==> src/wch_regs.svh <==
/*
 Register offsets, field positions, reset values and timing counts for the
 welder cycle handshake block. Assumes a 200 MHz system clock.
*/
`ifndef WCH_REGS_SVH
`define WCH_REGS_SVH

// Register byte offsets
`define WCH_OFS_CTRL       8'h00
`define WCH_OFS_CLEAR_DIST 8'h04
`define WCH_OFS_WELD_TIME  8'h08
`define WCH_OFS_HOLD_TIME  8'h0c
`define WCH_OFS_STATUS     8'h10
`define WCH_OFS_IRQ_STAT   8'h14
`define WCH_OFS_IRQ_MASK   8'h18

// Control fields
`define WCH_CTRL_STACK_ONLY 0
`define WCH_CTRL_CLEAR_EN   1
`define WCH_CTRL_DIST_SENSE 2
`define WCH_CTRL_PANEL_RST  3

// Interrupt status fields
`define WCH_IRQ_DONE    0
`define WCH_IRQ_ALARM   1
`define WCH_IRQ_HALT    2
`define WCH_IRQ_ABORT   3
`define WCH_IRQ_DISCARD 4
`define WCH_IRQ_W       5

// Reset values
`define WCH_RST_CTRL       32'h0000_0004
`define WCH_RST_CLEAR_DIST 32'h0000_0100
`define WCH_RST_WELD_TIME  32'h0003_0d40
`define WCH_RST_HOLD_TIME  32'h0003_0d40
`define WCH_RST_IRQ_MASK   32'h0000_0000

// Timing
`define WCH_CLK_KHZ        200000
`define WCH_CHECK_TIME_MS  100
`define WCH_CHECK_CYC      (`WCH_CHECK_TIME_MS * `WCH_CLK_KHZ)

`endif

==> src/wch_pkg.sv <==
/*
 Types for the welder cycle handshake block.
 Assumes the constants in wch_regs.svh.
*/
package wch_pkg;

	typedef enum logic [2:0] {
		WCH_ST_READY   = 3'h0,
		WCH_ST_WELD    = 3'h1,
		WCH_ST_HOLD    = 3'h2,
		WCH_ST_RETRACT = 3'h3,
		WCH_ST_HALT    = 3'h4,
		WCH_ST_CHECK   = 3'h5
	} wch_state_t;

	typedef logic [1:0] wch_resp_t;

endpackage

==> src/wch_welder_handshake.sv <==
/*
 Welder cycle handshake: start acceptance, start release, alarm reset,
 abort and safety halt, single or dual start, horn clearance output,
 AXI4-Lite register slave and a level interrupt.
 Assumes pin inputs are asynchronous to sys_clk and a 200 MHz sys_clk.
*/
// Local design decisions: register access over AXI4-Lite and the register offsets.
`timescale 1ns/1ps
`include "wch_regs.svh"

module wch_welder_handshake #(
	parameter logic [31:0] CHECK_CYC = 32'(`WCH_CHECK_CYC)
) (
	input  wire logic        sys_clk,
	input  wire logic        nrst,
	input  wire logic        start_a,
	input  wire logic        start_b,
	input  wire logic        ext_reset,
	input  wire logic        cycle_abort,
	input  wire logic        safety_halt,
	input  wire logic        fault,
	input  wire logic        upper_limit,
	input  wire logic [15:0] horn_pos,
	output logic             ready_n,
	output logic             start_release_permit,
	output logic             general_alarm,
	output logic             clear_out,
	output logic             horn_extend,
	output logic             irq,
	input  wire logic [7:0]  s_axi_awaddr,
	input  wire logic        s_axi_awvalid,
	output logic             s_axi_awready,
	input  wire logic [31:0] s_axi_wdata,
	input  wire logic [3:0]  s_axi_wstrb,
	input  wire logic        s_axi_wvalid,
	output logic             s_axi_wready,
	output logic [1:0]       s_axi_bresp,
	output logic             s_axi_bvalid,
	input  wire logic        s_axi_bready,
	input  wire logic [7:0]  s_axi_araddr,
	input  wire logic        s_axi_arvalid,
	output logic             s_axi_arready,
	output logic [31:0]      s_axi_rdata,
	output logic [1:0]       s_axi_rresp,
	output logic             s_axi_rvalid,
	input  wire logic        s_axi_rready
);

	localparam int NPIN = 7;
	localparam logic [NPIN-1:0] PIN_IDLE = 7'h40; // Upper limit rests high, no false edge

	wch_pkg::wch_state_t state;
	wch_pkg::wch_state_t next_state;

	logic [NPIN-1:0] pin_raw;
	logic [NPIN-1:0] pin_s1;
	logic [NPIN-1:0] pin_s2;
	logic [NPIN-1:0] pin_prev;
	logic [15:0]     pos_s1;
	logic [15:0]     pos_s2;
	logic [15:0]     weld_pos;
	logic [31:0]     cnt;
	logic [31:0]     ctrl;
	logic [31:0]     clear_dist;
	logic [31:0]     weld_time;
	logic [31:0]     hold_time;
	logic [`WCH_IRQ_W-1:0] irq_stat;
	logic [`WCH_IRQ_W-1:0] irq_mask;
	logic [`WCH_IRQ_W-1:0] irq_ev;
	logic            panel_rst;
	logic            start_a_s;
	logic            start_b_s;
	logic            reset_s;
	logic            abort_s;
	logic            halt_s;
	logic            fault_s;
	logic            upper_s;
	logic            start_cmd;
	logic            start_prev;
	logic            start_rise;
	logic            reset_ev;
	logic            ready_int;
	logic            start_acc;
	logic            end_cycle;
	logic            horn_clear;
	logic [7:0]      aw_addr;
	logic [31:0]     w_data;
	logic [3:0]      w_strb;
	logic            aw_got;
	logic            w_got;
	logic            wr_fire;
	logic            wr_hit;
	logic [31:0]     rd_data;
	logic            rd_hit;

	// Pin vector for the synchronisers
	assign pin_raw = {upper_limit, fault, safety_halt, cycle_abort, ext_reset, start_b, start_a};

	// Two-flop synchroniser per pin
	genvar gi;
	generate
		for (gi = 0; gi < NPIN; gi++) begin : g_sync
			always_ff @(posedge sys_clk or negedge nrst) begin
				if (!nrst) begin
					pin_s1[gi]   <= PIN_IDLE[gi];
					pin_s2[gi]   <= PIN_IDLE[gi];
					pin_prev[gi] <= PIN_IDLE[gi];
				end else begin
					pin_s1[gi]   <= pin_raw[gi];
					pin_s2[gi]   <= pin_s1[gi];
					pin_prev[gi] <= pin_s2[gi];
				end
			end
		end
	endgenerate

	// Position bus synchroniser, sensor assumed to change slowly
	always_ff @(posedge sys_clk or negedge nrst) begin
		if (!nrst) begin
			pos_s1 <= 16'h0000;
			pos_s2 <= 16'h0000;
		end else begin
			pos_s1 <= horn_pos;
			pos_s2 <= pos_s1;
		end
	end

	assign start_a_s = pin_s2[0];
	assign start_b_s = pin_s2[1];
	assign reset_s   = pin_s2[2];
	assign abort_s   = pin_s2[3];
	assign halt_s    = pin_s2[4];
	assign fault_s   = pin_s2[5];
	assign upper_s   = pin_s2[6];

	// Start qualification: one or both inputs depending on mode
	assign start_cmd = ctrl[`WCH_CTRL_STACK_ONLY] ? start_a_s
	                                               : (start_a_s & start_b_s);

	// Edge tracking of the qualified start
	always_ff @(posedge sys_clk or negedge nrst) begin
		if (!nrst) begin
			start_prev <= 1'b0;
		end else begin
			start_prev <= start_cmd;
		end
	end

	// Only a fresh rising start counts, so a held start never queues
	assign start_rise = start_cmd & ~start_prev;
	assign ready_int  = (state == wch_pkg::WCH_ST_READY) & ~general_alarm & ~abort_s & ~halt_s;
	assign start_acc  = start_rise & ready_int;
	// Fresh external reset edge or panel reset pulse
	assign reset_ev   = (reset_s & ~pin_prev[2]) | panel_rst;
	assign end_cycle  = abort_s | (fault_s & ~pin_prev[5]);

	// Cycle sequencer next state
	always_comb begin
		next_state = state;
		case (state)
			wch_pkg::WCH_ST_READY: begin
				if (halt_s) begin
					next_state = wch_pkg::WCH_ST_HALT;
				end else if (start_acc) begin
					next_state = wch_pkg::WCH_ST_WELD;
				end
			end
			wch_pkg::WCH_ST_WELD: begin
				if (halt_s) begin
					next_state = wch_pkg::WCH_ST_HALT;
				end else if (end_cycle) begin
					next_state = wch_pkg::WCH_ST_RETRACT;
				end else if (cnt == 32'h0000_0000) begin
					next_state = wch_pkg::WCH_ST_HOLD;
				end
			end
			wch_pkg::WCH_ST_HOLD: begin
				if (halt_s) begin
					next_state = wch_pkg::WCH_ST_HALT;
				end else if (end_cycle || cnt == 32'h0000_0000) begin
					next_state = wch_pkg::WCH_ST_RETRACT;
				end
			end
			wch_pkg::WCH_ST_RETRACT: begin
				if (halt_s) begin
					next_state = wch_pkg::WCH_ST_HALT;
				end else if (ctrl[`WCH_CTRL_STACK_ONLY] || upper_s) begin
					next_state = wch_pkg::WCH_ST_READY;
				end
			end
			wch_pkg::WCH_ST_HALT: begin
				if (reset_ev && !halt_s) begin
					next_state = wch_pkg::WCH_ST_CHECK;
				end
			end
			wch_pkg::WCH_ST_CHECK: begin
				if (halt_s) begin
					next_state = wch_pkg::WCH_ST_HALT;
				end else if (cnt == 32'h0000_0000) begin
					next_state = wch_pkg::WCH_ST_READY;
				end
			end
			default: begin
				next_state = wch_pkg::WCH_ST_READY;
			end
		endcase
	end

	// Sequencer state register
	always_ff @(posedge sys_clk or negedge nrst) begin
		if (!nrst) begin
			state <= wch_pkg::WCH_ST_READY;
		end else begin
			state <= next_state;
		end
	end

	// Phase timer, loaded on each state change
	always_ff @(posedge sys_clk or negedge nrst) begin
		if (!nrst) begin
			cnt <= 32'h0000_0000;
		end else if (next_state != state) begin
			case (next_state)
				wch_pkg::WCH_ST_WELD:  cnt <= weld_time;
				wch_pkg::WCH_ST_HOLD:  cnt <= hold_time;
				wch_pkg::WCH_ST_CHECK: cnt <= CHECK_CYC;
				default:               cnt <= 32'h0000_0000;
			endcase
		end else if (cnt != 32'h0000_0000) begin
			cnt <= cnt - 32'h0000_0001;
		end
	end

	// General alarm: set by fault or halt, cleared only by a fresh reset
	always_ff @(posedge sys_clk or negedge nrst) begin
		if (!nrst) begin
			general_alarm <= 1'b0;
		end else if ((fault_s & ~pin_prev[5]) | halt_s) begin
			general_alarm <= 1'b1;
		end else if (reset_ev && general_alarm) begin
			general_alarm <= 1'b0;
		end
	end

	// Pin outputs from the next state, so ready and permit never overlap
	always_ff @(posedge sys_clk or negedge nrst) begin
		if (!nrst) begin
			ready_n              <= 1'b1;
			start_release_permit <= 1'b0;
			horn_extend          <= 1'b0;
		end else begin
			ready_n              <= ~((next_state == wch_pkg::WCH_ST_READY) & ~general_alarm &
			                          ~abort_s & ~halt_s);
			start_release_permit <= (next_state == wch_pkg::WCH_ST_WELD) |
			                        (next_state == wch_pkg::WCH_ST_HOLD) |
			                        (next_state == wch_pkg::WCH_ST_RETRACT);
			horn_extend          <= (next_state == wch_pkg::WCH_ST_WELD) |
			                        (next_state == wch_pkg::WCH_ST_HOLD);
		end
	end

	// Position at the start of retraction
	always_ff @(posedge sys_clk or negedge nrst) begin
		if (!nrst) begin
			weld_pos <= 16'h0000;
		end else if (next_state == wch_pkg::WCH_ST_RETRACT && state != wch_pkg::WCH_ST_RETRACT) begin
			weld_pos <= pos_s2;
		end
	end

	assign horn_clear = (pos_s2 <= weld_pos) && ((weld_pos - pos_s2) >= clear_dist[15:0]);

	// Clearance output, cleared by each accepted start
	always_ff @(posedge sys_clk or negedge nrst) begin
		if (!nrst) begin
			clear_out <= 1'b0;
		end else if (start_acc || !ctrl[`WCH_CTRL_CLEAR_EN]) begin
			clear_out <= 1'b0;
		end else if (ctrl[`WCH_CTRL_DIST_SENSE]) begin
			if (state == wch_pkg::WCH_ST_RETRACT && horn_clear) begin
				clear_out <= 1'b1;
			end
		end else if (upper_s && !pin_prev[6]) begin
			clear_out <= ~clear_out;
		end
	end

	// Interrupt events
	assign irq_ev[`WCH_IRQ_DONE]    = (state == wch_pkg::WCH_ST_RETRACT) &
	                                  (next_state == wch_pkg::WCH_ST_READY);
	assign irq_ev[`WCH_IRQ_ALARM]   = fault_s & ~pin_prev[5];
	assign irq_ev[`WCH_IRQ_HALT]    = halt_s & ~pin_prev[4];
	assign irq_ev[`WCH_IRQ_ABORT]   = abort_s & ~pin_prev[3];
	assign irq_ev[`WCH_IRQ_DISCARD] = start_rise & ~ready_int;

	// Byte-lane merge for register writes
	function automatic logic [31:0] merge(input logic [31:0] old, input logic [31:0] nw,
	                                      input logic [3:0] strb);
		logic [31:0] res;
		res = old;
		for (int b = 0; b < 4; b++) begin
			if (strb[b]) begin
				res[8*b +: 8] = nw[8*b +: 8];
			end
		end
		return res;
	endfunction

	// Write address channel
	always_ff @(posedge sys_clk or negedge nrst) begin
		if (!nrst) begin
			s_axi_awready <= 1'b1;
			aw_got        <= 1'b0;
			aw_addr       <= 8'h00;
		end else if (s_axi_awvalid && s_axi_awready) begin
			s_axi_awready <= 1'b0;
			aw_got        <= 1'b1;
			aw_addr       <= s_axi_awaddr;
		end else if (s_axi_bvalid && s_axi_bready) begin
			s_axi_awready <= 1'b1;
			aw_got        <= 1'b0;
		end
	end

	// Write data channel
	always_ff @(posedge sys_clk or negedge nrst) begin
		if (!nrst) begin
			s_axi_wready <= 1'b1;
			w_got        <= 1'b0;
			w_data       <= 32'h0000_0000;
			w_strb       <= 4'h0;
		end else if (s_axi_wvalid && s_axi_wready) begin
			s_axi_wready <= 1'b0;
			w_got        <= 1'b1;
			w_data       <= s_axi_wdata;
			w_strb       <= s_axi_wstrb;
		end else if (s_axi_bvalid && s_axi_bready) begin
			s_axi_wready <= 1'b1;
			w_got        <= 1'b0;
		end
	end

	assign wr_fire = aw_got & w_got & ~s_axi_bvalid;
	assign wr_hit  = (aw_addr == `WCH_OFS_CTRL) | (aw_addr == `WCH_OFS_CLEAR_DIST) |
	                 (aw_addr == `WCH_OFS_WELD_TIME) | (aw_addr == `WCH_OFS_HOLD_TIME) |
	                 (aw_addr == `WCH_OFS_STATUS) | (aw_addr == `WCH_OFS_IRQ_STAT) |
	                 (aw_addr == `WCH_OFS_IRQ_MASK);

	// Write response, SLVERR for unmapped offsets
	always_ff @(posedge sys_clk or negedge nrst) begin
		if (!nrst) begin
			s_axi_bvalid <= 1'b0;
			s_axi_bresp  <= 2'h0;
		end else if (wr_fire) begin
			s_axi_bvalid <= 1'b1;
			s_axi_bresp  <= wr_hit ? 2'h0 : 2'h2;
		end else if (s_axi_bready) begin
			s_axi_bvalid <= 1'b0;
		end
	end

	// Configuration registers
	always_ff @(posedge sys_clk or negedge nrst) begin
		if (!nrst) begin
			ctrl       <= `WCH_RST_CTRL;
			clear_dist <= `WCH_RST_CLEAR_DIST;
			weld_time  <= `WCH_RST_WELD_TIME;
			hold_time  <= `WCH_RST_HOLD_TIME;
			irq_mask   <= `WCH_IRQ_W'(`WCH_RST_IRQ_MASK);
		end else if (wr_fire) begin
			case (aw_addr)
				`WCH_OFS_CTRL:       ctrl       <= merge(ctrl, w_data, w_strb) & 32'h0000_0007;
				`WCH_OFS_CLEAR_DIST: clear_dist <= merge(clear_dist, w_data, w_strb) & 32'h0000_ffff;
				`WCH_OFS_WELD_TIME:  weld_time  <= merge(weld_time, w_data, w_strb);
				`WCH_OFS_HOLD_TIME:  hold_time  <= merge(hold_time, w_data, w_strb);
				`WCH_OFS_IRQ_MASK:   irq_mask   <= w_strb[0] ? w_data[`WCH_IRQ_W-1:0] : irq_mask;
				default:             ctrl       <= ctrl;
			endcase
		end
	end

	// Front panel reset: one-cycle pulse from a write of one
	always_ff @(posedge sys_clk or negedge nrst) begin
		if (!nrst) begin
			panel_rst <= 1'b0;
		end else begin
			panel_rst <= wr_fire && aw_addr == `WCH_OFS_CTRL && w_strb[0] &&
			             w_data[`WCH_CTRL_PANEL_RST];
		end
	end

	// Sticky interrupt status, write one to clear, set wins
	always_ff @(posedge sys_clk or negedge nrst) begin
		if (!nrst) begin
			irq_stat <= '0;
		end else if (wr_fire && aw_addr == `WCH_OFS_IRQ_STAT && w_strb[0]) begin
			irq_stat <= (irq_stat & ~w_data[`WCH_IRQ_W-1:0]) | irq_ev;
		end else begin
			irq_stat <= irq_stat | irq_ev;
		end
	end

	// Interrupt line
	always_ff @(posedge sys_clk or negedge nrst) begin
		if (!nrst) begin
			irq <= 1'b0;
		end else begin
			irq <= |(irq_stat & irq_mask);
		end
	end

	// Read decode
	always_comb begin
		rd_data = 32'h0000_0000;
		rd_hit  = 1'b1;
		case (s_axi_araddr)
			`WCH_OFS_CTRL:       rd_data = ctrl;
			`WCH_OFS_CLEAR_DIST: rd_data = clear_dist;
			`WCH_OFS_WELD_TIME:  rd_data = weld_time;
			`WCH_OFS_HOLD_TIME:  rd_data = hold_time;
			`WCH_OFS_STATUS:     rd_data = {24'h0, state, horn_extend, clear_out,
			                                general_alarm, start_release_permit, ~ready_n};
			`WCH_OFS_IRQ_STAT:   rd_data = {27'h0, irq_stat};
			`WCH_OFS_IRQ_MASK:   rd_data = {27'h0, irq_mask};
			default:             rd_hit  = 1'b0;
		endcase
	end

	// Read channel, one outstanding read
	always_ff @(posedge sys_clk or negedge nrst) begin
		if (!nrst) begin
			s_axi_arready <= 1'b1;
			s_axi_rvalid  <= 1'b0;
			s_axi_rdata   <= 32'h0000_0000;
			s_axi_rresp   <= 2'h0;
		end else if (s_axi_arvalid && s_axi_arready) begin
			s_axi_arready <= 1'b0;
			s_axi_rvalid  <= 1'b1;
			s_axi_rdata   <= rd_data;
			s_axi_rresp   <= rd_hit ? 2'h0 : 2'h2;
		end else if (s_axi_rvalid && s_axi_rready) begin
			s_axi_arready <= 1'b1;
			s_axi_rvalid  <= 1'b0;
		end
	end

endmodule
==> config.mk <==
export PLATFORM = sky130hd
export DESIGN_NAME = wch_welder_handshake
export DESIGN_NICKNAME = d
export VERILOG_FILES = /design/src/wch_pkg.sv /design/src/wch_welder_handshake.sv
export VERILOG_INCLUDE_DIRS = /design/src
export SDC_FILE = /design/constraint.sdc
export NUM_CORES = 1
export LEC_CHECK = 0
export BUFFER_PORTS_ARGS = -buffer_cell sky130_fd_sc_hd__clkbuf_2
export CORE_MARGIN = 2
export CORE_UTILIZATION = 65
export CTS_BUF_LIST = sky130_fd_sc_hd__clkbuf_8
export CTS_CLUSTER_DIAMETER = 150
export DETAILED_ROUTE_END_ITERATION = 8
export PLACE_DENSITY_LB_ADDON = 0.15
export SYNTH_ARGS = -nofsm -noshare
export SYNTH_HDL_FRONTEND = slang
export SYNTH_SLANG_ARGS = --single-unit
==> constraint.sdc <==
create_clock -name sys_clk -period 9.3 [get_ports sys_clk]
set_clock_uncertainty 0.15 [all_clocks]
set_input_delay 2.325 -clock sys_clk [delete_from_list [all_inputs] [get_ports sys_clk]]
set_output_delay 2.325 -clock sys_clk [all_outputs]
set_load 0.1 [all_outputs]
Yosys cells after proc, flatten, opt, wreduce, memory -nomap -nowiden:

Index checks and enable logic that the tools add are counted.

* flip-flop bits (word level): 290
* input port bits: 82
* output and inout bits: 47
* word-level logic and storage cells: 222

* $add $sub $neg: 2
* $lt $le $gt $ge: 2
* eq/ne operators: 24
* mux-type cells: 40
* bitwise gates (word level): 46
* reductions and logical operators: 50

Operators by type and width (count)
* case mux 32 bit (7 select lines): 1
* case mux 32 bit (3 select lines): 1
* two-way mux 32 bit: 2
* equality test 8 x 5 -> 1 bit (second input constant): 6
* two-way mux 3 bit: 12
* AND reduction 3 bit: 12
* equality test 8 x 4 -> 1 bit (second input constant): 4
* logical NOT 32 bit: 1
* nonzero test 32 bit: 1
* subtractor 32 x 1 -> 32 bit (second input constant): 1
* two-way mux 1 bit: 20
* case mux 3 bit (6 select lines): 1
* AND 1 bit: 17
* equality test 8 x 3 -> 1 bit (second input constant): 2
* >= comparator 16 bit: 1
* less-or-equal comparator 16 bit: 1
* logical AND 1 bit: 16
* logical NOT 8 bit: 2
* subtractor 16 bit: 1
* NOT 1 bit: 13
* equality test 3 x 2 -> 1 bit (second input constant): 4
* nonzero test 2 bit: 6
* OR 1 bit: 11
* AND 5 bit: 2
* other kinds (16): 26

Longest topological paths before layout:

* depth in word-level cells: 13
* mapped depth: 19
* gate-level depth less buffers: 19

Least setup slack after synthesis:

Ideal clock, no wire load.

* kind: input-to-reg
* start: input s_axi_araddr[2]
* end: register s_axi_rdata[16]
* setup time: 133 ps
* arrival time: 3860 ps
* slack: 5157 ps
* stages on the path: 5
* path buffers: 3
* cells stage by stage: clkbuf_1 > clkbuf_1 > buf_1 > mux2i_1 > o21ai_0

* word-level cells in the longest chain between the ends: 2
* elaborated cells on any way between the ends: 8

Ends and longest elaborated chain
* start: declaration: line wch_welder_handshake.sv:40 `input wire logic [7:0] s_axi_araddr,`
* equality test 8 x 5 -> 1 bit, or another cell as far along: line wch_welder_handshake.sv:416 `case (s_axi_araddr)`
* case mux 32 bit (7 select lines) *: line wch_welder_handshake.sv:416
* end signal: assignment: line wch_welder_handshake.sv:439 `s_axi_rdata <= rd_data;`
* end: declaration: line wch_welder_handshake.sv:43 `output logic [31:0] s_axi_rdata,`

Every way passes the cells marked *; elsewhere a longest branch is shown, timed or not.
A chain may end at the register's enable or synchronous reset.

Worst setup path in the final report:

* start: input s_axi_araddr[2]
* end: register s_axi_rdata[4]

The elaborated chain is that of the path after synthesis.

==> reports/results.tsv <==
stage	metric	value	unit
route	detailedRoute.firstIterationViolations	635	
finish	layout_net_count	1406	
yosys	synth.area.top_cells	sky130_fd_sc_hd__dfrtp_1 50%, sky130_fd_sc_hd__mux2_2 13%, sky130_fd_sc_hd__dfstp_2 4.1%, sky130_fd_sc_hd__ha_1 3.1%, sky130_fd_sc_hd__nand2_1 2.6%	
clock_network	postCtsSetupRepairBufs	0	
clock_network	cts_root_buffer	sky130_fd_sc_hd__clkbuf_8	
floorplan	coreArea	20300	um^2
hold_path	hold-path-cell-count	0	
sta	tightest_slew	1252	ps
clock_network	clk_latency	560	ps
global_routing	track_usage	29.33	%
yosys	synthesis.area	13480	um^2
sta	finalSetupTns	0	ps
critical_path	worst-r2r-cell-count	11	
clock_network	cts_buffer_depth	3	
critical_path	crit_arrival	4610	ps
global_routing	grt_overflow_total	0	
clock_network	ctsResizeCount	0	
clock_network	cts_made_buffers	46	
route	detail_route.wl_per_cell	19.86	um
route	drt_pre_antenna_iters	5	
global_routing	first_global_vias	9671	
critical_path	reg2reg_setup_slack	5070	ps
sta	grt_setup_unrepaired	no	
critical_path	worstPathRequired	9630	ps
hold_path	hold_path.startpoint	pin_s1[2]	
sta	finalSetupViolCount	0	
sta	max_freq	0.2338	GHz
pwr	worst_ir_drop_vdd	0.0002245	V
sta	worst_slew_margin_rel	16.37	%
critical_path	regToRegEndpoint	cnt[12]	
yosys	yosysMostFrequentCell	sky130_fd_sc_hd__dfrtp_1	
clock_network	clock_sinks	288	
finish	drive_gt1_share	31.55	%
clock_network	cts_hold_repair.buffers	0	
floorplan	num_io_pins	129	
yosys	synth.yosys.seq_area_share	53.67	%
sta	final_max_slew_viol_count	0	
yosys	async_flop_share	100.0	%
yosys	gate_count_of_the_mapped_netlist	1148	
place	buffer_ports.inserted	126	
floorplan	std_cell_rows	52	
floorplan	die_area	21900	um^2
pwr	p_leak	7.408	nW
yosys	postSynthAreaPerCell	11.74	um^2
finish	diodes	0	
yosys	netlist.top_cell.by_area	sky130_fd_sc_hd__dfrtp_1	
place	hpwlAfterDp	21790	um
route	number_of_antenna_violating_nets_in_the_routed_design	0	
critical_path	worst_setup_end_kind	flip-flop	
yosys	ys_types	71	
clock_network	cts_htree_levels	2	
clock_network	cts_tree	yes	
route	drt-vias-per-instance	6.160	
global_routing	grt_max_degree	153	
route	vias_after_detailed_routing	9825	
route	drcViolationCount	0	
floorplan	die_y	148.0	um
sta	report.final.hold_viol_count	0	
critical_path	critical_path_class	in2reg	
sta	period_needed	4277	ps
place	gpl.final_weighted_congestion	0.9130	
yosys	synth_edf_count	0	
critical_path	critical_path_peak_fanout	38	
yosys	synth_commonest_cells	267 x sky130_fd_sc_hd__dfrtp_1, 152 x sky130_fd_sc_hd__mux2_2, 93 x sky130_fd_sc_hd__nand2_1, 64 x sky130_fd_sc_hd__nor2_1, 55 x sky130_fd_sc_hd__o21ai_0	
yosys	postSynthRegisterBits	288	
floorplan	floorplan.initialDensity	66.39	%
sta	fin_worst_hold_slack	195.4	ps
critical_path	r2r_start	cnt[0]	
finish	syn_to_final_growth	13.46	%
floorplan	dieWidth	148.0	um
outcome	status	finished, final reports clean	
clock_network	cts.clk_slew.worst_paths	60	ps
global_routing	wire_length_of_the_first_global_routing_pass	50480	um
sta	min_period_over_period	45.99	%
hold_path	min_delay_worst_endpoint	reset_s	
pwr	power_density	238.3	nW/um^2
route	drt_wl_total	31680	um
global_routing	number_of_antenna_violations_at_the_first_check_in_global_routing	0	
flow_run	cap_violations	0	
hold_path	hp-class	reg2reg	
yosys	area_share_of_the_largest_cell_type_after_synthesis	49.58	%
critical_path	start_kind	primary input	
yosys	ys_warn_count	0	
yosys	synth_ff_type	sky130_fd_sc_hd__dfrtp_1	
sequential cells by signal (all words and copies together), names as in the netlist, 7 cells and up:
name and count:
s_axi_rdata 32, weld_pos 16, hold_time 32, weld_time 32, aw_addr 8, cnt 32, pin_s1 7, w_data 32
pos_s1 16, clear_dist 16, pos_s2 16
stage by stage:
stage          power, W  cells  utilization [%]  cell area (um^2)  setup WS, ps
2_1_floorplan  0.002318   1149                -             13480          5157
3_3_place_gp   0.002531   1512            70.73             14360          4695
3_5_place_dp   0.002569   1512            70.73             14360          4596
4_1_cts        0.003655   1595            75.33             15290          5078
5_1_grt        0.003831   1595            75.33             15290          4771
6_report       0.003643   1595            75.33             15290          5023
cell usage in the layout (no fill, tap or decap), drive strengths merged, types with 12 or more instances in the layout:
cell type    n
mux2       158
dfstp       21
inv         70
nor2        84
buf         12
nor3        20
nand3       20
mux2i       24
xor2        14
nand4       15
a22oi       31
a21oi       21
o21ai       56
xnor2       13
nor4        12
dfrtp      267
nand2       93
clkbuf     184
ha          33
a32o        20
how the worst max path moves through the flow:
stage / startpoint / end / slack, ps / cells after the start
final: s_axi_araddr[2] / s_axi_rdata[4] / 5020 / 6
after global routing: cnt[0] / cnt[12] / 4770 / 11
after CTS: cnt[0] / cnt[9] / 5080 / 11
after detailed placement: s_axi_araddr[2] / s_axi_rdata[5] / 4600 / 6
after global placement: s_axi_araddr[2] / s_axi_rdata[3] / 4690 / 6
after floorplan: s_axi_araddr[2] / s_axi_rdata[16] / 5160 / 5
routing by layer:
metal / track usage (%) / vias to the layer above / wire length (um)
met1: 41.17 / 4902 / 13680
li1: - / 4461 / -
met4: 10.95 / 0 / 1066
met5: 0 / - / 0
met3: 6.636 / 76 / 2360
met2: 45.30 / 386 / 14570
power by group:
| group | internal, W | switching [W] | total (W) |
|---|---|---|---|
| Combinational | 0.000361 | 0.000482 | 0.000843 |
| Sequential | 0.00148 | 0.000235 | 0.00172 |
| Clock | 0.000594 | 0.000488 | 0.00108 |
| Total | 0.00244 | 0.00121 | 0.00364 |
final cells by class:
type                       count  area, um^2
multi-input combinational    768        5867
fill                        1432        5009
sequential                   288        7233
clock buffer                  59       812.0
tap                          270       337.8
clock inverter                24       121.4
timing repair buffer         137       735.7
inverter                      49       183.9
worst max-delay path, stage by stage:
cell                       delay, ps
sky130_fd_sc_hd__clkbuf_2         80
sky130_fd_sc_hd__buf_4           510
sky130_fd_sc_hd__inv_1           470
sky130_fd_sc_hd__nor4_1          800
sky130_fd_sc_hd__a221oi_1        200
sky130_fd_sc_hd__o21ai_0         180
kinds of logic after synthesis:
logic type / after synthesis / share of synthesized area, %
adders and majority gates: 34 / 3.212
AOI/OAI and AO/OA: 218 / 11.83
DFF: 288 / 53.67
buffers and inverters: 93 / 2.952
xor gates and xnor gates: 27 / 1.755
muxes: 182 / 14.98
other: 1 / 0.02783
and+or+nand+nor: 305 / 11.57
(Power assumes the default switching activity.)
